==> config.mk <==
export PLATFORM = sky130hd
export DESIGN_NAME = tcm_timer
export DESIGN_NICKNAME = d
export VERILOG_FILES = /design/src/tcm_pkg.sv /design/src/tcm_timer.sv
export SDC_FILE = /design/constraint.sdc
export NUM_CORES = 1
export LEC_CHECK = 0
export BUFFER_PORTS_ARGS = -buffer_cell sky130_fd_sc_hd__buf_2
export CAP_MARGIN = 25
export CORE_ASPECT_RATIO = 1.2
export CORE_MARGIN = 2
export CORE_UTILIZATION = 46
export CTS_BUF_LIST = sky130_fd_sc_hd__clkbuf_8
export DETAILED_ROUTE_END_ITERATION = 8
export GPL_ROUTABILITY_DRIVEN = 0
export SETUP_SLACK_MARGIN = 0.05
export SLEW_MARGIN = 10
export SYNTH_ARGS = -nofsm -noshare
export SYNTH_HDL_FRONTEND = slang
export SYNTH_SLANG_ARGS = --single-unit
==> constraint.sdc <==
create_clock -name pclk -period 12.8 [get_ports pclk]
set_clock_uncertainty 0.15 [all_clocks]
set_input_delay 1.92 -clock pclk [delete_from_list [all_inputs] [get_ports pclk]]
set_output_delay 1.92 -clock pclk [all_outputs]
set_load 0.02 [all_outputs]
==> src/tcm_pkg.sv <==
//==============================================================
// Contract
// - clock source selects off, bus, fixed, external
// - prescaler divides by two to the field
// - counter byte read latches full snapshot
// - reset or status write restarts read latch
// - reset or counter byte write clears counter
// - debug halt freezes counter and read latch
// - halt writes to status or counter restart latch
// - edge mode: counter at modulo wraps to zero, sets overflow
// - half modulo write suppresses overflow flag
// - modulo resets zero, zero means free running
// - clock off: modulo applied on second byte
// - clock on, edge mode: modulo applied stepping onto top; never in center mode
// - status write resets modulo write latch
// - halt modulo writes go direct, latch kept
// - channel flag on capture edge or match
// - no channel flag at 0% or 100% duty
// - channel irq is flag and enable bit 6
// - read-then-write-zero clears channel flag
// - reset clears channel flag and enable
// - mode select b bit 5 gives edge pwm
// - overflow irq is flag and enable
// - center select makes counter count up/down
package tcm_pkg;
   //==============================================================
   // register map, byte addresses
   localparam logic [7:0] TCM_OFS_SC   = 8'h00;
   localparam logic [7:0] TCM_OFS_CNTH = 8'h04;
   localparam logic [7:0] TCM_OFS_CNTL = 8'h08;
   localparam logic [7:0] TCM_OFS_MODH = 8'h0C;
   localparam logic [7:0] TCM_OFS_MODL = 8'h10;
   localparam logic [7:0] TCM_OFS_CSC  = 8'h14;
   localparam logic [7:0] TCM_OFS_CHV  = 8'h18;

   typedef enum logic [2:0] {
      TCM_R_SC, TCM_R_CNTH, TCM_R_CNTL, TCM_R_MODH,
      TCM_R_MODL, TCM_R_CSC, TCM_R_CHV, TCM_R_NONE
   } tcm_reg_t;

   //==============================================================
   // field positions
   localparam int TCM_SC_FLAG  = 7;
   localparam int TCM_SC_IE    = 6;
   localparam int TCM_SC_CPWM  = 5;
   localparam int TCM_SC_CLK_H = 4;
   localparam int TCM_SC_CLK_L = 3;
   localparam int TCM_SC_PS_H  = 2;
   localparam int TCM_SC_PS_L  = 0;
   localparam int TCM_CSC_FLAG = 7;
   localparam int TCM_CSC_IE   = 6;
   localparam int TCM_CSC_MSB  = 5;
   localparam int TCM_CSC_MSA  = 4;

   //==============================================================
   // encodings and values
   localparam logic [1:0]  TCM_CLK_OFF   = 2'h0;
   localparam logic [1:0]  TCM_CLK_BUS   = 2'h1;
   localparam logic [1:0]  TCM_CLK_FIXED = 2'h2;
   localparam logic [1:0]  TCM_CLK_EXT   = 2'h3;
   localparam logic [15:0] TCM_ZERO16    = 16'h0000;
   localparam logic [15:0] TCM_FULL16    = 16'hFFFF;
   localparam logic [15:0] TCM_ONE16     = 16'h0001;
   localparam logic [7:0]  TCM_ZERO8     = 8'h00;
   localparam logic [6:0]  TCM_PRE_ONE   = 7'h01;
endpackage

==> src/tcm_timer.sv <==
// The address map and the APB slave port are this design's own decisions.
`timescale 1ns/1ps
module tcm_timer #(
   parameter int CW = 16
) (
   input  wire logic          pclk,
   input  wire logic          presetn,
   input  wire logic          psel,
   input  wire logic          penable,
   input  wire logic          pwrite,
   input  wire logic [7:0]    paddr,
   input  wire logic [31:0]   pwdata,
   output logic      [31:0]   prdata,
   output logic               pready,
   output logic               pslverr,
   input  wire logic          debug_halt,
   input  wire logic          fixed_clk_tick,
   input  wire logic          ext_clk_in,
   input  wire logic          channel_in,
   output logic               overflow_irq,
   output logic               channel_irq,
   output logic               count_down
);
   //==============================================================
   // address decode
   function automatic tcm_pkg::tcm_reg_t decode(input logic [7:0] a);
      unique case (a)
         tcm_pkg::TCM_OFS_SC:   decode = tcm_pkg::TCM_R_SC;
         tcm_pkg::TCM_OFS_CNTH: decode = tcm_pkg::TCM_R_CNTH;
         tcm_pkg::TCM_OFS_CNTL: decode = tcm_pkg::TCM_R_CNTL;
         tcm_pkg::TCM_OFS_MODH: decode = tcm_pkg::TCM_R_MODH;
         tcm_pkg::TCM_OFS_MODL: decode = tcm_pkg::TCM_R_MODL;
         tcm_pkg::TCM_OFS_CSC:  decode = tcm_pkg::TCM_R_CSC;
         tcm_pkg::TCM_OFS_CHV:  decode = tcm_pkg::TCM_R_CHV;
         default:               decode = tcm_pkg::TCM_R_NONE;
      endcase
   endfunction

   tcm_pkg::tcm_reg_t sel;
   logic              setup_rd;
   logic              acc_wr;
   logic [7:0]        wbyte;

   assign sel      = decode(paddr);
   assign setup_rd = psel && !penable && !pwrite;
   assign acc_wr   = psel && penable && pwrite;
   assign wbyte    = pwdata[7:0];
   // no wait states: every access completes in two cycles
   assign pready   = 1'b1;

   logic wr_sc, wr_cnt, wr_modh, wr_modl, wr_csc, wr_chv;
   logic rd_sc, rd_cnth, rd_cntl, rd_csc;
   assign wr_sc   = acc_wr && (sel == tcm_pkg::TCM_R_SC);
   assign wr_cnt  = acc_wr && ((sel == tcm_pkg::TCM_R_CNTH) ||
                               (sel == tcm_pkg::TCM_R_CNTL));
   assign wr_modh = acc_wr && (sel == tcm_pkg::TCM_R_MODH);
   assign wr_modl = acc_wr && (sel == tcm_pkg::TCM_R_MODL);
   assign wr_csc  = acc_wr && (sel == tcm_pkg::TCM_R_CSC);
   assign wr_chv  = acc_wr && (sel == tcm_pkg::TCM_R_CHV);
   assign rd_sc   = setup_rd && (sel == tcm_pkg::TCM_R_SC);
   assign rd_cnth = setup_rd && (sel == tcm_pkg::TCM_R_CNTH);
   assign rd_cntl = setup_rd && (sel == tcm_pkg::TCM_R_CNTL);
   assign rd_csc  = setup_rd && (sel == tcm_pkg::TCM_R_CSC);

   //==============================================================
   // control registers
   logic          ovf_reg, ovf_ie_reg, cpwm_reg;
   logic [1:0]    clks_reg;
   logic [2:0]    ps_reg;
   logic          chf_reg, ch_ie_reg, msb_reg, msa_reg;
   logic [CW-1:0] chv_reg;

   always_ff @(posedge pclk or negedge presetn) begin
      if (!presetn) begin
         ovf_ie_reg <= 1'b0;
         cpwm_reg   <= 1'b0;
         clks_reg   <= tcm_pkg::TCM_CLK_OFF;
         ps_reg     <= '0;
      end else if (wr_sc) begin
         ovf_ie_reg <= wbyte[tcm_pkg::TCM_SC_IE];
         cpwm_reg   <= wbyte[tcm_pkg::TCM_SC_CPWM];
         clks_reg   <= wbyte[tcm_pkg::TCM_SC_CLK_H:tcm_pkg::TCM_SC_CLK_L];
         ps_reg     <= wbyte[tcm_pkg::TCM_SC_PS_H:tcm_pkg::TCM_SC_PS_L];
      end
   end

   always_ff @(posedge pclk or negedge presetn) begin
      if (!presetn) begin
         ch_ie_reg <= 1'b0;
         msb_reg   <= 1'b0;
         msa_reg   <= 1'b0;
      end else if (wr_csc) begin
         ch_ie_reg <= wbyte[tcm_pkg::TCM_CSC_IE];
         msb_reg   <= wbyte[tcm_pkg::TCM_CSC_MSB];
         msa_reg   <= wbyte[tcm_pkg::TCM_CSC_MSA];
      end
   end

   always_ff @(posedge pclk or negedge presetn) begin
      if (!presetn)
         chv_reg <= '0;
      else if (wr_chv)
         chv_reg <= pwdata[CW-1:0];
   end

   //==============================================================
   // clock source and prescaler
   logic       ext_prev_reg;
   logic       src_tick;
   logic [6:0] pre_reg;
   logic [6:0] pre_mask;
   logic       tick;
   logic       run;

   always_ff @(posedge pclk or negedge presetn) begin
      if (!presetn)
         ext_prev_reg <= 1'b0;
      else
         ext_prev_reg <= ext_clk_in;
   end

   always_comb begin
      unique case (clks_reg)
         tcm_pkg::TCM_CLK_OFF:   src_tick = 1'b0;
         tcm_pkg::TCM_CLK_BUS:   src_tick = 1'b1;
         tcm_pkg::TCM_CLK_FIXED: src_tick = fixed_clk_tick;
         tcm_pkg::TCM_CLK_EXT:   src_tick = ext_clk_in && !ext_prev_reg;
      endcase
   end

   // halt stops the prescaler too so no partial period leaks out
   assign run      = src_tick && !debug_halt;
   assign pre_mask = (tcm_pkg::TCM_PRE_ONE << ps_reg) - tcm_pkg::TCM_PRE_ONE;
   assign tick     = run && ((pre_reg & pre_mask) == pre_mask);

   always_ff @(posedge pclk or negedge presetn) begin
      if (!presetn)
         pre_reg <= '0;
      else if (run)
         pre_reg <= pre_reg + tcm_pkg::TCM_PRE_ONE;
   end

   //==============================================================
   // counter
   logic [CW-1:0] cnt_reg, cnt_next, mod_reg, mod_buf_reg, top;
   logic          dir_down_reg, dir_down_next;
   logic          wrap;
   logic          modh_wr_reg, modl_wr_reg;

   // zero modulo means the counter spans its whole range
   assign top = (mod_reg == '0) ? '1 : mod_reg;

   always_comb begin
      // center mode flags the overflow at the turnaround from the top
      cnt_next      = cnt_reg;
      dir_down_next = dir_down_reg;
      wrap          = 1'b0;
      if (tick) begin
         if (!cpwm_reg) begin
            if (cnt_reg == top) begin
               cnt_next = '0;
               wrap     = 1'b1;
            end else begin
               cnt_next = cnt_reg + CW'(1);
            end
         end else if (!dir_down_reg) begin
            if (cnt_reg >= top) begin
               cnt_next      = cnt_reg - CW'(1);
               dir_down_next = 1'b1;
               wrap          = 1'b1;
            end else begin
               cnt_next = cnt_reg + CW'(1);
            end
         end else if (cnt_reg == '0) begin
            cnt_next      = CW'(1);
            dir_down_next = 1'b0;
         end else begin
            cnt_next = cnt_reg - CW'(1);
         end
      end
   end

   always_ff @(posedge pclk or negedge presetn) begin
      if (!presetn) begin
         cnt_reg      <= '0;
         dir_down_reg <= 1'b0;
      end else if (wr_cnt) begin
         cnt_reg      <= '0;
         dir_down_reg <= 1'b0;
      end else begin
         cnt_reg      <= cnt_next;
         dir_down_reg <= dir_down_next;
      end
   end
   assign count_down = dir_down_reg;

   //==============================================================
   // coherent counter read
   logic          lat_valid_reg, lat_hi_reg, lat_lo_reg;
   logic [CW-1:0] lat_val_reg;
   logic [CW-1:0] cnt_view;

   // in halt the live frozen value is read and the latch untouched
   assign cnt_view = (lat_valid_reg && !debug_halt) ? lat_val_reg
                                                    : cnt_reg;

   always_ff @(posedge pclk or negedge presetn) begin
      if (!presetn) begin
         lat_valid_reg <= 1'b0;
         lat_hi_reg    <= 1'b0;
         lat_lo_reg    <= 1'b0;
         lat_val_reg   <= '0;
      end else if (wr_sc || wr_cnt) begin
         lat_valid_reg <= 1'b0;
         lat_hi_reg    <= 1'b0;
         lat_lo_reg    <= 1'b0;
      end else if ((rd_cnth || rd_cntl) && !debug_halt) begin
         if (!lat_valid_reg) begin
            lat_valid_reg <= 1'b1;
            lat_val_reg   <= cnt_reg;
            lat_hi_reg    <= rd_cnth;
            lat_lo_reg    <= rd_cntl;
         end else if ((rd_cnth && lat_lo_reg) || (rd_cntl && lat_hi_reg))
         begin
            lat_valid_reg <= 1'b0;
            lat_hi_reg    <= 1'b0;
            lat_lo_reg    <= 1'b0;
         end
      end
   end

   //==============================================================
   // modulo buffer
   logic both_wr, half_wr, apply_run, apply_idle;

   assign both_wr    = modh_wr_reg && modl_wr_reg;
   assign half_wr    = modh_wr_reg ^ modl_wr_reg;
   assign apply_idle = (clks_reg == tcm_pkg::TCM_CLK_OFF) && !debug_halt &&
                       ((wr_modh && modl_wr_reg) || (wr_modl && modh_wr_reg));
   // free running top is all ones, so this also covers 0xFFFE to 0xFFFF
   assign apply_run  = both_wr && tick && !cpwm_reg &&
                       (cnt_next == top) && (cnt_reg != top);

   always_ff @(posedge pclk or negedge presetn) begin
      if (!presetn) begin
         modh_wr_reg <= 1'b0;
         modl_wr_reg <= 1'b0;
         mod_buf_reg <= '0;
      end else if (wr_sc) begin
         modh_wr_reg <= 1'b0;
         modl_wr_reg <= 1'b0;
      end else if (debug_halt) begin
         modh_wr_reg <= modh_wr_reg;
      end else if (apply_idle || apply_run) begin
         modh_wr_reg <= 1'b0;
         modl_wr_reg <= 1'b0;
      end else if (wr_modh) begin
         modh_wr_reg      <= 1'b1;
         mod_buf_reg[15:8] <= wbyte;
      end else if (wr_modl) begin
         modl_wr_reg     <= 1'b1;
         mod_buf_reg[7:0] <= wbyte;
      end
   end

   always_ff @(posedge pclk or negedge presetn) begin
      if (!presetn)
         mod_reg <= '0;
      else if (debug_halt && wr_modh)
         mod_reg[15:8] <= wbyte;
      else if (debug_halt && wr_modl)
         mod_reg[7:0] <= wbyte;
      else if (apply_idle && wr_modh)
         mod_reg <= {wbyte, mod_buf_reg[7:0]};
      else if (apply_idle && wr_modl)
         mod_reg <= {mod_buf_reg[15:8], wbyte};
      else if (apply_run)
         mod_reg <= mod_buf_reg;
   end

   //==============================================================
   // overflow flag with read-then-write-zero clear
   logic ovf_set, ovf_arm_reg;

   // a half-written modulo could wrap at a stale top, so hold the flag off
   assign ovf_set = wrap && !half_wr;

   always_ff @(posedge pclk or negedge presetn) begin
      if (!presetn) begin
         ovf_reg     <= 1'b0;
         ovf_arm_reg <= 1'b0;
      end else if (ovf_set) begin
         ovf_reg     <= 1'b1; // set wins over a clear
         ovf_arm_reg <= 1'b0;
      end else if (wr_sc) begin
         if (ovf_arm_reg && !wbyte[tcm_pkg::TCM_SC_FLAG])
            ovf_reg <= 1'b0;
         ovf_arm_reg <= 1'b0;
      end else if (rd_sc && ovf_reg) begin
         ovf_arm_reg <= 1'b1;
      end
   end
   assign overflow_irq = ovf_reg && ovf_ie_reg;

   //==============================================================
   // channel event
   logic ch_prev_reg, mode_cap, mode_cmp, mode_pwm, duty_edge, ch_set;
   logic ch_arm_reg;

   always_ff @(posedge pclk or negedge presetn) begin
      if (!presetn)
         ch_prev_reg <= 1'b0;
      else
         ch_prev_reg <= channel_in;
   end

   assign mode_cap  = !cpwm_reg && !msb_reg && !msa_reg;
   assign mode_cmp  = !cpwm_reg && !msb_reg && msa_reg;
   assign mode_pwm  = cpwm_reg || msb_reg;
   // duty 0% or 100%: value zero or past the top of the period
   assign duty_edge = (chv_reg == '0) || (chv_reg > top);
   assign ch_set    = (mode_cap && channel_in && !ch_prev_reg) ||
                      (tick && (cnt_next == chv_reg) &&
                       (mode_cmp || (mode_pwm && !duty_edge)));

   always_ff @(posedge pclk or negedge presetn) begin
      if (!presetn) begin
         chf_reg    <= 1'b0;
         ch_arm_reg <= 1'b0;
      end else if (ch_set) begin
         chf_reg    <= 1'b1; // set wins over a clear
         ch_arm_reg <= 1'b0;
      end else if (wr_csc) begin
         if (ch_arm_reg && !wbyte[tcm_pkg::TCM_CSC_FLAG])
            chf_reg <= 1'b0;
         ch_arm_reg <= 1'b0;
      end else if (rd_csc && chf_reg) begin
         ch_arm_reg <= 1'b1;
      end
   end
   assign channel_irq = chf_reg && ch_ie_reg;

   //==============================================================
   // read data, captured at the setup edge
   logic [31:0] rd_mux;

   always_comb begin
      rd_mux = '0;
      unique case (sel)
         tcm_pkg::TCM_R_SC:   rd_mux[7:0] = {ovf_reg, ovf_ie_reg, cpwm_reg,
                                             clks_reg, ps_reg};
         tcm_pkg::TCM_R_CNTH: rd_mux[7:0] = cnt_view[15:8];
         tcm_pkg::TCM_R_CNTL: rd_mux[7:0] = cnt_view[7:0];
         tcm_pkg::TCM_R_MODH: rd_mux[7:0] = mod_reg[15:8];
         tcm_pkg::TCM_R_MODL: rd_mux[7:0] = mod_reg[7:0];
         tcm_pkg::TCM_R_CSC:  rd_mux[7:0] = {chf_reg, ch_ie_reg, msb_reg,
                                             msa_reg, 4'h0};
         tcm_pkg::TCM_R_CHV:  rd_mux[CW-1:0] = chv_reg;
         tcm_pkg::TCM_R_NONE: rd_mux = '0;
      endcase
   end

   always_ff @(posedge pclk or negedge presetn) begin
      if (!presetn) begin
         prdata  <= '0;
         pslverr <= 1'b0;
      // read side effects also fire here, so data and latch agree
      end else if (psel && !penable) begin
         prdata  <= pwrite ? '0 : rd_mux;
         pslverr <= (sel == tcm_pkg::TCM_R_NONE);
      end
   end
endmodule

==> run summary <==
Status: finished, final reports clean
PostCTS Resize Cnt: 0
Largest net degree at the start of global routing: 45
Setup TNS: 0 ps
DPL Wire Length: 22.06 mm
Distinct cell type count after synthesis: 82
DR iter-0 viols: 813
RSZ-0062 raised after global routing: no
Post-Route WL: 29.45 mm
CTS buffer count: 17
Synth Flop Type: dfrtp_1
Worst reg2reg path startpoint: mod_reg[8]
Fin crit share: 56.39%
Slowest cell on the critical path: nor4_4
Max Slew Vio Count: 0
Hold Vio Cnt, Final: 0
Slew HR: 21.94%
Most frequent cells in the layout: dfrtp_1 (126), nand2_1 (95), nor2_1 (91), mux2_2 (81), a21oi_1 (58)
Clock Tree Buf Depth: 2
Setup WS post-layout: 5582 ps
Final setup vio count: 0
Syn Inst Count: 994
Hold depth: 1
Via Count: 8280
Syn. warnings: 0
Residual DRC: 0
Initial antenna violation count: 0
Pre-CTS WS: 5801 ps
Buffers on Ports: 52
I/O pin count: 86
Die area: 0.02073 sq mm
Worst path cell trace: or4_1 > nor4_4 > or2_2 > inv_1 > ha_1 > nand4_1 > or2_2 > nor4_1 > o21ai_2 > a32oi_1 > nand3_1 > a221o_1 > nor4_1 > nand4_1 > nor4_4 > nor2_2 > mux2_2
Total GRT Usage: 28.77%
Core box area: 0.01941 sq mm
Die width: 131.8 um
Clock-pin slew on the worst setup and hold paths: 90 ps
Drt via density: 6.345
# clock sinks: 126
Critical Path Fanout Max: 18
Hold WC Path Type: register to register
Max-cap violation count: 0
FF+latch count, synth: 126
DR pass1 iterations: 8
Setup crit start: mod_reg[8]
R2R depth: 17
Worst skew pair latency: 450 ps
Register area share after synthesis: 35.00%
Row count: 56
Share of cells above drive strength 1: 20.23%
Hold Startpoint: pre_reg[6]
Max incr delay on CP: 830 ps
Area Overhead vs Synth: 9.485%
Total grt overflow: 0
CTS Hold Bufs: 0
Worst-margin pin slew: 1165 ps
Pwr Density: 130.5 mW/mm^2
Reg2reg end: mod_buf_reg[14]
Number of flops mapped to enable cells by yosys: 0
Die height: 157.3 um
CTS tree: done
Final nets: 1112
Asr flop ratio synth: 100.0%
Post-DRT Antenna Nets: 0
Hold Path End: pre_reg[6]
Period minus WS final: 7218 ps
WL/cell: 22.57 um
Leakage: 4.341 nW
Worst R2R Setup Slack: 5580 ps
CP required: 12980 ps
Crit path buf inv count: 1
CP delay by family, top: simple AND/OR/NAND/NOR gates
Synthesized area: 0.009010 sq mm
Worst setup EP type: register
Most common cell after layout, fill and taps aside: dfrtp_1
Post-CTS Setup Bufs: 0
Crit path DAT: 7400 ps
Vias in the first global route: 7793
Syn avg cell area: 9.064 sq um
CP Launch Type: register
Global-route wire length before repair: 45.50 mm
Worst Path Class, Setup: register to register
VDD IR max: 0.06704 mV
Fmax: 138.5 MHz
CTS Root Cell: clkbuf_8
Initial Util: 46.42%
H-Tree Depth: 4
how the worst max path moves through the flow:
stage	slack [ps]	cells after the start	end
6_report	5580	17	mod_buf_reg[14]
5_1_grt	5280	17	mod_buf_reg[14]
4_1_cts	5760	17	mod_buf_reg[14]
3_5_place_dp	5800	17	mod_buf_reg[14]
3_3_place_gp	5810	17	mod_buf_reg[10]
2_1_floorplan	6970	20	mod_buf_reg[10]
synth_stat cells, drive strengths merged (7+ instances only):
cell type    n  share of area [%]
a2111oi      8               0.78
a211oi       8               0.67
a21o         8               0.67
a21oi       58                3.2
a221oi      11                1.5
a22o        13                1.3
a31oi       10               0.69
and3        10               0.69
buf         22                1.7
clkbuf      43                1.8
dfrtp      126                 35
ha          33                4.6
inv         20               0.83
mux2        87                 11
mux2i        7               0.78
nand2       97                4.1
nand2b      12               0.83
nand3       28                1.6
nand4       26                1.9
nor2        93                3.9
nor2b       11               0.76
nor3        30                1.8
nor4        25                2.4
o21ai       42                2.4
o41ai       10                1.2
or2          9               0.62
or3          8               0.56
or4         10               0.87
xnor2       31                3.0
xor2        12                1.2
cell families after synthesis:
family,after synthesis,share of synthesized area (%)
simple gates,382,21.90
mux,94,11.65
xor+xnor,43,4.180
other cells,2,0.08335
fa+ha+maj,33,4.583
compound gates,228,18.23
buf+inv,86,4.374
flops,126,35.00
layout make-up:
type | instances | area, sq um
sequential | 126 | 3153
tap | 261 | 326.6
multi-input combinational | 797 | 5527
clock inverter | 15 | 147.6
clock buffer | 17 | 234.0
inverter | 21 | 78.83
timing repair buffer | 67 | 395.4
antenna | 1 | 2.502
fill | 1908 | 9544
through the flow:
step	cell area [sq um]	power, mW	util (%)	hold WS (ps)	instances
finish	9864	1.287	50.83	319.4	1305
global route	9862	1.358	50.81	350.5	1304
CTS	9854	1.284	50.77	320.0	1303
detailed placement	9473	0.9424	48.81	303.9	1271
global placement	9438	0.9369	48.63	304.5	1269
floorplan	9066	0.8037	-	283.2	1009
where the power goes:
| group | internal (mW) | switching (mW) |
|---|---|---|
| logic | 0.167 | 0.263 |
| clock network | 0.144 | 0.194 |
| registers | 0.426 | 0.0922 |
| total | 0.738 | 0.549 |
metal layers:
| metal | vias up | track usage [%] | routed length [um] |
|---|---|---|---|
| li1 | 3759 | - | - |
| met1 | 3986 | 36.82 | 12120 |
| met2 | 414 | 46.95 | 13620 |
| met3 | 121 | 4.670 | 1969 |
| met4 | 0 | 15.48 | 1738 |
| met5 | - | 0 | 0 |
Note: power is estimated with default switching activity, not from simulation.
